===== config.mk =====
export PLATFORM = sky130hd
export DESIGN_NAME = fmc_config_regs
export DESIGN_NICKNAME = d
export VERILOG_FILES = /design/src/fmc_pkg.sv /design/src/fmc_config_regs.sv
export VERILOG_INCLUDE_DIRS = /design/src /design/src/src
export SDC_FILE = /design/constraint.sdc
export NUM_CORES = 1
export LEC_CHECK = 0
export BUFFER_PORTS_ARGS = -buffer_cell sky130_fd_sc_hd__buf_4
export CORE_ASPECT_RATIO = 1.2
export CORE_MARGIN = 1
export CORE_UTILIZATION = 50
export DETAILED_ROUTE_END_ITERATION = 8
export GPL_ROUTABILITY_DRIVEN = 0
export PLACE_DENSITY_LB_ADDON = 0.2
export SYNTH_ARGS = -nofsm -noshare
export SYNTH_HDL_FRONTEND = slang
export SYNTH_SLANG_ARGS = --single-unit

===== constraint.sdc =====
create_clock -name clk -period 2.35 [get_ports clk]
set_input_delay 0.235 -clock clk [delete_from_list [all_inputs] [get_ports clk]]
set_output_delay 0.235 -clock clk [all_outputs]
set_load 0.1 [all_outputs]

===== src/fmc_params.svh =====
`ifndef FMC_PARAMS_SVH
`define FMC_PARAMS_SVH
// register indices; byte address is four times the index
`define FMC_IDX_CFG      6'h01
`define FMC_IDX_FANS     6'h03
`define FMC_IDX_PINSEL   6'h05
`define FMC_IDX_ALARM    6'h07
`define FMC_IDX_HOTPLUG  6'h08
`define FMC_ADDR_W       8
// global_config fields
`define FMC_CFG_INSTALL  0
`define FMC_CFG_MASK     1
`define FMC_CFG_ARA_DIS  2
`define FMC_CFG_FWTEST   3
`define FMC_CFG_START    4
`define FMC_CFG_FCFAULT  5
`define FMC_CFG_FALERT   6
`define FMC_CFG_POL      7
// reset values before the straps are loaded
`define FMC_RST_CFG      7'h00
`define FMC_RST_FANS     2'h1
`define FMC_RST_PINSEL   7'h7f
`define FMC_RST_FORCE    2'h0
// timing
`define FMC_CLK_HZ       100000000
`define FMC_FW_TEST_S    10
`endif


===== src/fmc_pkg.sv =====
`include "fmc_params.svh"
package fmc_pkg;
    typedef struct packed {
        logic                    read;
        logic                    write;
        logic [`FMC_ADDR_W-1:0]  address;
        logic [31:0]             writedata;
        logic [3:0]              byteenable;
    } fmc_av_req_t;
    typedef struct packed {
        logic [1:0] alarm;
        logic [1:0] hotplug;
    } fmc_fan_t;
    typedef enum logic [1:0] {
        FMC_SYNC,
        FMC_LOAD,
        FMC_RUN
    } fmc_state_t;
endpackage


===== src/fmc_config_regs.sv =====
`timescale 1ns/1ns
`include "fmc_params.svh"
// What this block does
// - config bit 0 and fans-in-system bit 1 are one stored bit.
// - config bit 1 set masks the alert output for all sources.
// - config bit 2 set stops alert response address participation.
// - writing config bit 3 starts free-wheel test, pausing monitoring.
// - free-wheel bit clears itself when the ten-second test ends.
// - config bit 4 set starts the round-robin monitoring cycle.
// - monitoring-start bit zero drives both fans at alarm speed.
// - monitoring-start bit powers up from the install strap pin.
// - config bit 5 forces cascade fault output low.
// - config bit 6 forces alert output asserted at chosen level.
// - config bit 7 picks alert level, 1 high, 0 low, resets low.
// - pin-select bits 0,1 power up 1; zero selects analog inputs.
// - pin-select bit 2 powers up 1 and stays writable.
// - pin-select bits 3,4 zero when first diode detected, writable.
// - pin-select bits 5,6 zero when second diode detected, writable.
// - reserved bits are read-only and read zero.
// - alarm-force bits make fan 1 or 2 run at alarm speed.
// - hot-plug-force bits make fan 1 or 2 run at hot-plug speed.
// - fan-2-installed bit loads from install strap, then writable.
module fmc_config_regs #(
    parameter int unsigned N_IRQ          = 4,
    parameter int unsigned FW_TEST_CYCLES = `FMC_FW_TEST_S * `FMC_CLK_HZ
) (
    input  wire logic                 clk,
    input  wire logic                 rst_b,
    input  wire fmc_pkg::fmc_av_req_t av_req,
    output logic [31:0]               av_readdata,
    output logic                      av_waitrequest,
    input  wire logic                 install_strap_pin,
    input  wire logic                 remote_diode_one,
    input  wire logic                 remote_diode_two,
    input  wire logic [N_IRQ-1:0]     irq_source,
    input  wire logic                 fault_active,
    output logic                      alert_pin,
    output logic                      cascade_fault_n,
    output logic                      ara_respond_en,
    output logic                      monitor_run,
    output logic                      fw_test_run,
    output fmc_pkg::fmc_fan_t         fan_force,
    output logic [6:0]                pin_select
);

    logic [2:0]              strap_s1;
    logic [2:0]              strap_s2;
    fmc_pkg::fmc_state_t     state;
    logic                    ack;
    logic [7:1]              cfg;
    logic [1:0]              fans;
    logic [6:0]              pinsel;
    logic [1:0]              alarm_force;
    logic [1:0]              hotplug_force;
    logic [31:0]             fw_cnt;
    logic                    fw_done;
    logic                    wr_hit;
    logic [5:0]              idx;
    logic [7:0]              wbyte;
    logic [7:0]              rd_value;
    logic                    alert_on;

    // strap and diode-detect pins come from outside the clock domain; no reset here,
    // so the pair has settled on the pin levels by the time the load state reads it
    always_ff @(posedge clk) begin
        strap_s1 <= {remote_diode_two, remote_diode_one, install_strap_pin};
        strap_s2 <= strap_s1;
    end

    // straps are caught after release, once the synchroniser has settled
    always_ff @(posedge clk or negedge rst_b) begin
        if (!rst_b) begin
            state <= fmc_pkg::FMC_SYNC;
        end else begin
            case (state)
                fmc_pkg::FMC_SYNC: state <= fmc_pkg::FMC_LOAD;
                fmc_pkg::FMC_LOAD: state <= fmc_pkg::FMC_RUN;
                fmc_pkg::FMC_RUN:  state <= fmc_pkg::FMC_RUN;
                default:           state <= fmc_pkg::FMC_SYNC;
            endcase
        end
    end

    // one wait state per access; bus held off until straps are loaded
    always_ff @(posedge clk or negedge rst_b) begin
        if (!rst_b) begin
            ack <= 1'b0;
        end else begin
            ack <= (av_req.read | av_req.write) & ~ack & (state == fmc_pkg::FMC_RUN);
        end
    end

    assign av_waitrequest = ~ack;
    assign idx            = av_req.address[7:2];
    assign wr_hit         = ack & av_req.write & av_req.byteenable[0] & (av_req.address[1:0] == 2'h0);
    assign wbyte          = av_req.writedata[7:0];
    assign fw_done        = cfg[`FMC_CFG_FWTEST] && (fw_cnt == FW_TEST_CYCLES - 1);

    // global_config, bits 1..7; bit 0 lives in fans
    always_ff @(posedge clk or negedge rst_b) begin
        if (!rst_b) begin
            cfg <= `FMC_RST_CFG;
        end else if (state == fmc_pkg::FMC_LOAD) begin
            cfg[`FMC_CFG_START] <= strap_s2[0];
        end else begin
            if (fw_done) begin
                cfg[`FMC_CFG_FWTEST] <= 1'b0;
            end
            if (wr_hit && idx == `FMC_IDX_CFG) begin
                cfg[`FMC_CFG_MASK]    <= wbyte[`FMC_CFG_MASK];
                cfg[`FMC_CFG_ARA_DIS] <= wbyte[`FMC_CFG_ARA_DIS];
                cfg[`FMC_CFG_START]   <= wbyte[`FMC_CFG_START];
                cfg[`FMC_CFG_FCFAULT] <= wbyte[`FMC_CFG_FCFAULT];
                cfg[`FMC_CFG_FALERT]  <= wbyte[`FMC_CFG_FALERT];
                cfg[`FMC_CFG_POL]     <= wbyte[`FMC_CFG_POL];
                // a write of 1 wins over the end of a running test
                if (wbyte[`FMC_CFG_FWTEST]) begin
                    cfg[`FMC_CFG_FWTEST] <= 1'b1;
                end
            end
        end
    end

    // free-wheel test timer; a fresh launch restarts it
    always_ff @(posedge clk or negedge rst_b) begin
        if (!rst_b) begin
            fw_cnt <= 32'h0;
        end else if (wr_hit && idx == `FMC_IDX_CFG && wbyte[`FMC_CFG_FWTEST]) begin
            fw_cnt <= 32'h0;
        end else if (cfg[`FMC_CFG_FWTEST] && !fw_done) begin
            fw_cnt <= fw_cnt + 32'h1;
        end else begin
            fw_cnt <= 32'h0;
        end
    end

    // fans-in-system; bit 1 is the install bit seen from both registers
    always_ff @(posedge clk or negedge rst_b) begin
        if (!rst_b) begin
            fans <= `FMC_RST_FANS;
        end else if (state == fmc_pkg::FMC_LOAD) begin
            fans[1] <= strap_s2[0];
        end else if (wr_hit && idx == `FMC_IDX_FANS) begin
            fans <= wbyte[1:0];
        end else if (wr_hit && idx == `FMC_IDX_CFG) begin
            fans[1] <= wbyte[`FMC_CFG_INSTALL];
        end
    end

    // pin_function_select; bit 7 has no storage
    always_ff @(posedge clk or negedge rst_b) begin
        if (!rst_b) begin
            pinsel <= `FMC_RST_PINSEL;
        end else if (state == fmc_pkg::FMC_LOAD) begin
            pinsel[4:3] <= {2{~strap_s2[1]}};
            pinsel[6:5] <= {2{~strap_s2[2]}};
        end else if (wr_hit && idx == `FMC_IDX_PINSEL) begin
            pinsel <= wbyte[6:0];
        end
    end

    // per-fan force registers, two live bits each
    always_ff @(posedge clk or negedge rst_b) begin
        if (!rst_b) begin
            alarm_force   <= `FMC_RST_FORCE;
            hotplug_force <= `FMC_RST_FORCE;
        end else if (wr_hit) begin
            if (idx == `FMC_IDX_ALARM) begin
                alarm_force <= wbyte[1:0];
            end
            if (idx == `FMC_IDX_HOTPLUG) begin
                hotplug_force <= wbyte[1:0];
            end
        end
    end

    // read mux; reserved bits and unmapped addresses read zero
    always_comb begin
        rd_value = 8'h00;
        case (idx)
            `FMC_IDX_CFG:     rd_value = {cfg, fans[1]};
            `FMC_IDX_FANS:    rd_value = {6'h00, fans};
            `FMC_IDX_PINSEL:  rd_value = {1'b0, pinsel};
            `FMC_IDX_ALARM:   rd_value = {6'h00, alarm_force};
            `FMC_IDX_HOTPLUG: rd_value = {6'h00, hotplug_force};
            default:          rd_value = 8'h00;
        endcase
    end

    always_ff @(posedge clk or negedge rst_b) begin
        if (!rst_b) begin
            av_readdata <= 32'h0;
        end else if (av_req.read && !ack && state == fmc_pkg::FMC_RUN) begin
            av_readdata <= {24'h0, rd_value};
        end
    end

    // mask gates only the sources; the force bit bypasses it
    assign alert_on = (~cfg[`FMC_CFG_MASK] & (|irq_source)) | cfg[`FMC_CFG_FALERT];

    // pin-facing outputs are registered, one cycle after their cause
    always_ff @(posedge clk or negedge rst_b) begin
        if (!rst_b) begin
            alert_pin       <= 1'b1;
            cascade_fault_n <= 1'b1;
            ara_respond_en  <= 1'b0;
            monitor_run     <= 1'b0;
            fw_test_run     <= 1'b0;
            fan_force       <= '0;
            pin_select      <= `FMC_RST_PINSEL;
        end else begin
            alert_pin       <= alert_on ~^ cfg[`FMC_CFG_POL];
            cascade_fault_n <= ~(fault_active | cfg[`FMC_CFG_FCFAULT]);
            ara_respond_en  <= ~cfg[`FMC_CFG_ARA_DIS] & alert_on;
            monitor_run     <= cfg[`FMC_CFG_START] & ~cfg[`FMC_CFG_FWTEST];
            fw_test_run     <= cfg[`FMC_CFG_FWTEST];
            fan_force.alarm <= alarm_force | {2{~cfg[`FMC_CFG_START]}};
            fan_force.hotplug <= hotplug_force;
            pin_select      <= pinsel;
        end
    end

    mirror_bits_a: assert property (@(posedge clk) disable iff (!rst_b)
        (wr_hit && idx == `FMC_IDX_FANS) |=> (fans[1] == $past(wbyte[1])))
        else $error("install bit does not follow fans register write");

    alert_masked_a: assert property (@(posedge clk) disable iff (!rst_b)
        (cfg[`FMC_CFG_MASK] && !cfg[`FMC_CFG_FALERT]) |=> (alert_pin == ~$past(cfg[`FMC_CFG_POL])))
        else $error("masked alert output asserted");

    ara_disable_a: assert property (@(posedge clk) disable iff (!rst_b)
        cfg[`FMC_CFG_ARA_DIS] |=> !ara_respond_en)
        else $error("alert response enabled while disabled");

    fw_pause_a: assert property (@(posedge clk) disable iff (!rst_b)
        $rose(cfg[`FMC_CFG_FWTEST]) |=> (!monitor_run && fw_test_run))
        else $error("monitoring not paused during free-wheel test");

    fw_end_a: assert property (@(posedge clk) disable iff (!rst_b)
        (fw_done && !(wr_hit && idx == `FMC_IDX_CFG && wbyte[`FMC_CFG_FWTEST])) |=> !cfg[`FMC_CFG_FWTEST])
        else $error("free-wheel bit not cleared at test end");

    fw_len_a: assert property (@(posedge clk) disable iff (!rst_b)
        cfg[`FMC_CFG_FWTEST] |-> (fw_cnt < FW_TEST_CYCLES))
        else $error("free-wheel timer overran");

    idle_alarm_a: assert property (@(posedge clk) disable iff (!rst_b)
        !cfg[`FMC_CFG_START] |=> (fan_force.alarm == 2'h3))
        else $error("fans not at alarm speed while monitoring is off");

    strap_load_a: assert property (@(posedge clk) disable iff (!rst_b)
        (state == fmc_pkg::FMC_LOAD) |=> (cfg[`FMC_CFG_START] == $past(strap_s2[0]) && fans[1] == $past(strap_s2[0])))
        else $error("strap not loaded into start and install bits");

    diode_load_a: assert property (@(posedge clk) disable iff (!rst_b)
        (state == fmc_pkg::FMC_LOAD) |=> (pinsel[3] == ~$past(strap_s2[1]) && pinsel[6] == ~$past(strap_s2[2])))
        else $error("diode detect not loaded into pin select");

    cascade_fault_n_force_a: assert property (@(posedge clk) disable iff (!rst_b)
        cfg[`FMC_CFG_FCFAULT] |=> !cascade_fault_n)
        else $error("cascade fault not forced low");

    alert_force_a: assert property (@(posedge clk) disable iff (!rst_b)
        cfg[`FMC_CFG_FALERT] |=> (alert_pin == $past(cfg[`FMC_CFG_POL])))
        else $error("forced alert not at selected level");

    reserved_zero_a: assert property (@(posedge clk) disable iff (!rst_b)
        (ack && av_req.read && idx != `FMC_IDX_CFG) |-> (av_readdata[31:7] == 25'h0))
        else $error("reserved bits read nonzero");

    force_regs_a: assert property (@(posedge clk) disable iff (!rst_b)
        (wr_hit && idx == `FMC_IDX_HOTPLUG) |=> ##1 (fan_force.hotplug == $past(wbyte[1:0], 2)))
        else $error("hot-plug force not applied");

    // bus side: a write lands once, a refused write leaves the force, pin-select and fans registers alone
    write_lands_a: assert property (@(posedge clk) disable iff (!rst_b)
        (wr_hit && idx == `FMC_IDX_ALARM) |=> (alarm_force == $past(wbyte[1:0])))
        else $error("alarm force write did not land");

    single_ack_a: assert property (@(posedge clk) disable iff (!rst_b)
        ack |=> !ack)
        else $error("one access answered twice");

    ignore_write_a: assert property (@(posedge clk) disable iff (!rst_b)
        (ack && av_req.write && !av_req.byteenable[0]) |=>
            ($stable(alarm_force) && $stable(hotplug_force) && $stable(pinsel) && $stable(fans)))
        else $error("write without low byte lane changed a register");

    bus_hold_a: assert property (@(posedge clk) disable iff (!rst_b)
        (state != fmc_pkg::FMC_RUN) |-> av_waitrequest)
        else $error("bus answered before straps were loaded");

    fans_write_a: assert property (@(posedge clk) disable iff (!rst_b)
        (wr_hit && idx == `FMC_IDX_CFG) |=> (fans[1] == $past(wbyte[`FMC_CFG_INSTALL])))
        else $error("fans bit 1 does not follow config install write");

    read_mirror_a: assert property (@(posedge clk) disable iff (!rst_b)
        (ack && av_req.read && idx == `FMC_IDX_CFG) |-> (av_readdata[0] == fans[1]))
        else $error("config install bit reads unlike fans bit 1");

    alarm_apply_a: assert property (@(posedge clk) disable iff (!rst_b)
        (alarm_force != 2'h0) |=> ((fan_force.alarm & $past(alarm_force)) == $past(alarm_force)))
        else $error("alarm force not applied to fan");

    alert_idle_a: assert property (@(posedge clk) disable iff (!rst_b)
        (!cfg[`FMC_CFG_FALERT] && (cfg[`FMC_CFG_MASK] || irq_source == '0)) |=>
            (alert_pin == !$past(cfg[`FMC_CFG_POL])))
        else $error("idle alert level not opposite to polarity");

    ara_follow_a: assert property (@(posedge clk) disable iff (!rst_b)
        (!cfg[`FMC_CFG_ARA_DIS] && cfg[`FMC_CFG_FALERT]) |=> ara_respond_en)
        else $error("alert response not enabled while alert asserted");

    fw_start_a: assert property (@(posedge clk) disable iff (!rst_b)
        (wr_hit && idx == `FMC_IDX_CFG && wbyte[`FMC_CFG_FWTEST]) |=> (cfg[`FMC_CFG_FWTEST] && fw_cnt == 32'h0))
        else $error("free-wheel test not launched by write");

    fw_hold_a: assert property (@(posedge clk) disable iff (!rst_b)
        cfg[`FMC_CFG_FWTEST] |=> (!monitor_run && fw_test_run))
        else $error("monitoring ran during free-wheel test");

    run_follow_a: assert property (@(posedge clk) disable iff (!rst_b)
        (cfg[`FMC_CFG_START] && !cfg[`FMC_CFG_FWTEST]) |=> monitor_run)
        else $error("monitoring not running after start");

    cascade_fault_n_follow_a: assert property (@(posedge clk) disable iff (!rst_b)
        (!cfg[`FMC_CFG_FCFAULT] && !fault_active) |=> cascade_fault_n)
        else $error("cascade fault low with no cause");

    diode_pair_a: assert property (@(posedge clk) disable iff (!rst_b)
        (state == fmc_pkg::FMC_LOAD) |=> (pinsel[4] == ~$past(strap_s2[1]) && pinsel[5] == ~$past(strap_s2[2])))
        else $error("diode detect not loaded into both pin select bits");

    pinsel_write_a: assert property (@(posedge clk) disable iff (!rst_b)
        (wr_hit && idx == `FMC_IDX_PINSEL) |=> (pinsel == $past(wbyte[6:0])))
        else $error("pin select write did not land");

    pin_copy_a: assert property (@(posedge clk) disable iff (!rst_b)
        1'b1 |=> (pin_select == $past(pinsel)))
        else $error("pin select output lags its register");

endmodule


# Word-level counts from Yosys, hierarchy flattened
# Index checks and enable logic that the tools add are counted.
classes:
  n_reduce_logical: 22
  addsub: 1
  eq_ne: 8
  mux: 13
  bitwise: 22
ops:
  columns: ["op", "n"]
  rows:
  - ["two-way mux 32 bit", 2]
  - ["case mux 8 bit (5 select lines)", 1]
  - ["adder 32 x 1 -> 32 bit, second input constant", 1]
  - ["== test 32 x 30 -> 1 bit, second input constant", 1]
  - ["== test 6 x 3 -> 1 bit, second input constant", 2]
  - ["AND reduction 2 bit", 5]
  - ["inverter 1 bit", 9]
  - ["AND 1 bit", 8]
  - ["logical AND 1 bit", 8]
  - ["two-way mux 4 bit", 2]
  - ["two-way mux 7 bit", 1]
  - ["== test 6 x 1 -> 1 bit, second input constant", 1]
  - ["== test 6 x 2 -> 1 bit, second input constant", 1]
  - ["== test 6 x 4 -> 1 bit, second input constant", 1]
  - ["two-way mux 1 bit", 6]
  - ["zero test 2 bit", 2]
  - ["case mux 2 bit (2 select lines)", 1]
  - ["nonzero test 2 bit", 2]
  - ["OR reduction 4 bit", 1]
  - ["bitwise OR 1 bit", 3]
  - ["nonzero test 3 bit", 1]
  - ["== test 2 x 1 -> 1 bit, second input constant", 1]
  - ["== test 2 bit, second input constant", 1]
  - ["zero test 1 bit", 2]
  - ["other kinds (3)", 3]
totals:
  in_bits: 56
  reg_bits: 85
  elab_cells: 89

# Depth between registers and ports, before layout
logic_depth:
  depth_word: 7
  depth_mapped: 7

# Worst setup path before layout
# No wires, ideal clock.
synth_timing:
  path_type: "register -> register"
  start: "register fw_cnt[13]"
  end: "register cfg[3] (netlist name)"
  synth_period_minus_slack_ns: 1.677
  path_stages_with_launch: 6
  path_slack_ns: 0.673
  setup_ns: 0.121
  arrival_ns: 1.556
  t_required_ns: 2.229
  cell_sequence: "dfrtp_1 -> clkbuf_2 -> nor4b_1 -> nand4_1 -> or4_1 -> a22o_1"
synth_via:
  elab_chain_cells: 5
synth_rtl:
  columns: ["item", "line", "rtl"]
  rows:
  - ["start, declared", "fmc_config_regs.sv:55", "logic [31:0] fw_cnt;"]
  - ["start signal, assigned", "fmc_config_regs.sv:131", "fw_cnt <= fw_cnt + 32'h1;"]
  - ["== test 32 x 30 -> 1 bit *", "fmc_config_regs.sv:97", "assign fw_done = cfg[`FMC_CFG_FWTEST] && (fw_cnt == FW_TEST_CYCLES - 1);"]
  - ["logical AND 1 bit *", "fmc_config_regs.sv:97", null]
  - ["two-way mux 1 bit *", "fmc_config_regs.sv:106", "if (fw_done) begin"]
  - ["two-way mux 1 bit", "fmc_config_regs.sv:117", "if (wbyte[`FMC_CFG_FWTEST]) begin"]
  - ["two-way mux 4 bit *", "fmc_config_regs.sv:109", "if (wr_hit && idx == `FMC_IDX_CFG) begin"]
  - ["end signal, assigned by index", "fmc_config_regs.sv:110", "cfg[`FMC_CFG_MASK] <= wbyte[`FMC_CFG_MASK];"]
  - ["end signal, assigned by index", "fmc_config_regs.sv:111", "cfg[`FMC_CFG_ARA_DIS] <= wbyte[`FMC_CFG_ARA_DIS];"]
  - ["end signal, assigned by index", "fmc_config_regs.sv:112", "cfg[`FMC_CFG_START] <= wbyte[`FMC_CFG_START];"]
  - ["end, declared", "fmc_config_regs.sv:50", "logic [7:1] cfg;"]
# Every way passes the cells marked *; elsewhere a longest branch is shown, timed or not. The select of a mux whose other input is x is not followed.
# A chain may end at the register's enable or synchronous reset.

# Final worst setup path
layout_timing:
  start: "register fw_cnt[8]"
  end: "register fw_cnt[25]"
layout_via:
  elab_chain_cells: 6
layout_rtl:
  columns: ["item", "line", "rtl"]
  rows:
  - ["branches (longest 4 deep; another with adder 32 x 1 -> 32 bit)", null, null]
  - ["two-way mux 32 bit *", "fmc_config_regs.sv:130", "end else if (cfg[`FMC_CFG_FWTEST] && !fw_done) begin"]
  - ["two-way mux 32 bit *", "fmc_config_regs.sv:128", "end else if (wr_hit && idx == `FMC_IDX_CFG && wbyte[`FMC_CFG_FWTEST]) begin"]
# Mark *: on every way between the ends.

==> run metrics <==
Yosys top cell by area dfrtp_1; Max-Cap Viols 0; Initial Utilization 0.5215; postcts setup bufs 0; # clock sinks 85; warnings from Yosys 0; ys flop type dfrtp_1; clock skew 0.01237 ns; Horiz. Die Dim 84.31 um; Tcrit/Tclk final 0.8636; CTS tree done; Routed Antenna Nets 0; Max Clock Freq 492.7 MHz; largest net degree at the start of global routing 42; Clk Latency, worst-skew pair 0.36 ns; # IOs 105; Cells after Synth 360; Hold Vio Cnt, Final 0; CP cell instances and4_1 -> nand4_4 -> or4_1 -> a211oi_1; WP data required 2.61 ns; clk buf depth 2; global-route wire length before repair 13460 um; Die Y 100.8 um; gr usage total 0.2036; Critical Path Fanout Max 19; Seq cells post-synth 85; Area Growth Syn to Fin 15.85%; violated checks DRC; Final TNS setup 0 ns; slowest CP cell or4_1; CTS buffer count 9; IR drop worst, VDD 407.1 uV; CP max stage delay 0.53 ns; Synth cell types 53; H-Tree Depth 3; Post-Route WL 8130 um; Post-CTS Hold Buffers 5; Post-Syn Area 0.004065 mm^2; clock root buffer clkbuf_8; r2r setup slk 0.32 ns; CP startpoint kind flip-flop; largest cells by area after synthesis dfrtp_1 38%, dfstp_2 11%, buf_4 4.6%, mux2_2 3.6%, mux2i_1 3.4%; fin nets 479; Rel. slew slack 0.6285; vias in the first global route 2774; DRC Markers 17; commonest non-fill, non-tap cells in the layout 62 x dfrtp_1, 62 x buf_4, 24 x conb_1; min cycle time layout 2.030 ns; DR vias/cell 5.587; Iteration-0 DRC Markers 142; site row count 35; Mapped Avg Cell Area 11.29 um^2; post-synth top area share 0.3817; DIE AREA 0.008496 mm^2; DR WL/cell 15.76 um; critical path type reg2reg; actual slew at the worst max-slew pin 0.5526 ns; endpoint class of the critical path flip-flop; # port buffers 53; post_cts resized 0; status finished with violations; number of synthesized flops with an enable pin 0; Pwr Density 615.5 mW/mm^2; GR Overflow Total 0; vias 2883; initial antenna violation count 0; first-pass detailed-route iteration total 6; post-synthesis async set-or-reset flop share 0.9294; Hold WC Path Type in2reg; number of antenna diodes 0; share of cells above drive strength 1 0.2830; register area share after synthesis 0.5211; crit path DAT 2.29 ns; Final HPWL DP 5622 um; final setup fails 0; Slew Limit Fails 0; leak pwr 2.084 nW; clock-pin slew on the worst setup and hold paths 0.10 ns; core region area 0.007795 mm^2; RSZ-0062 raised after global routing no; Tot Pwr 2.899 mW
[sequential cells by signal (all words and copies together), names as in the netlist]
register,cells
hotplug_force,2
cfg,7
alert_pin,1
fan_force,4
strap_s2,3
monitor_run,1
fw_cnt,32
fw_test_run,1
alarm_force,2
pinsel,7
ara_respond_en,1
strap_s1,3
ack,1
pin_select,7
av_readdata,8
fans,2
state,2
cascade_fault_n,1
[cells in the mapped netlist, types with 2 or more instances]
master    instances
nand3_1          15
a31oi_1           2
nor4b_1           2
and3_1            4
xor2_1            9
clkbuf_1          3
dfxtp_1           6
and2_1            4
o21ai_0          16
and4_1            6
or3_1             6
buf_2            11
nand4_1          11
ha_1              4
nor4_1            4
dfrtp_1          62
mux2i_1          14
nand4_4           2
nor2_1           12
a22oi_1           2
buf_4            25
nand2_1          20
or4_1            12
clkbuf_2          2
nor3_1            7
nand2b_1          2
xnor2_1           4
mux4_2            2
nor3b_1           2
o31ai_1          12
mux2_2           13
dfstp_2          17
a211oi_1         16
inv_1             9
nor2b_1           4
[cell families (layout without fill, tap and decap cells)]
| group | after synthesis | count (layout) | synth area share |
|---|---|---|---|
| fa+ha+maj | 4 | 4 | 0.01231 |
| xor+xnor | 13 | 13 | 0.02801 |
| buf+inv | 52 | 93 | 0.07694 |
| other cells | 1 | 24 | 0.0009225 |
| simple gates | 122 | 122 | 0.1877 |
| flops | 85 | 85 | 0.5211 |
| compound gates | 54 | 54 | 0.09141 |
| mux | 29 | 29 | 0.08156 |
[power by group]
group          internal, mW  leakage, nW  switching, mW
Combinational        0.0777        0.921          0.336
Sequential             1.50         1.07         0.0138
Clock                 0.405       0.0934          0.571
[critical path, delay by kind of cell (launching register included)]
kind,cells,cell delay (ns)
AOI/OAI and AO/OA,1,0.26
DFF,1,0.46
and+or+nand+nor,3,1.22
[layer usage]
metal / track usage / vias to the layer above / part of all wire / wire (um)
li1: - / 1396 / - / -
met1: 0.2540 / 1414 / 0.44 / 3593
met2: 0.3525 / 63 / 0.51 / 4116
met3: 0.04177 / 10 / 0.037 / 304
met4: 0.07294 / 0 / 0.014 / 116
met5: 0 / - / 0 / 0
[area by class of cell]
class | count | area [um^2]
clock buffer | 10 | 127.6
fill | 677 | 3085
multi-input combinational | 246 | 1724
tap | 92 | 115.1
timing repair buffer | 68 | 535.5
inverter | 9 | 33.78
clock inverter | 6 | 55.05
sequential | 85 | 2118
[metrics by stage]
step | setup WS, ns | instance area [um^2] | cells | hold WS [ns] | utilization
2_1_floorplan | 0.6726 | 4151 | 383 | -0.06059 | -
3_3_place_gp | 0.3203 | 4477 | 495 | 0.2307 | 0.5743
4_1_cts | 0.3367 | 4710 | 516 | 0.09183 | 0.6042
6_report | 0.3205 | 4710 | 516 | 0.1092 | 0.6042
3_5_place_dp | 0.3107 | 4477 | 495 | 0.2339 | 0.5743
5_1_grt | 0.1668 | 4710 | 516 | 0.09940 | 0.6042
[final timing paths]
check	end	depth (start not counted)	start
worst max-delay path	fw_cnt[25]	4	fw_cnt[8]
worst min-delay path	ack	2	av_req[45]
worst max register to register	fw_cnt[25]	4	fw_cnt[8]
worst min register to register	strap_s2[1]	0	strap_s1[1]
max in group asynchronous	fans[0]	3	rst_b
min in group asynchronous	hotplug_force[1]	2	rst_b
Note: power is estimated with default switching activity, not from simulation.
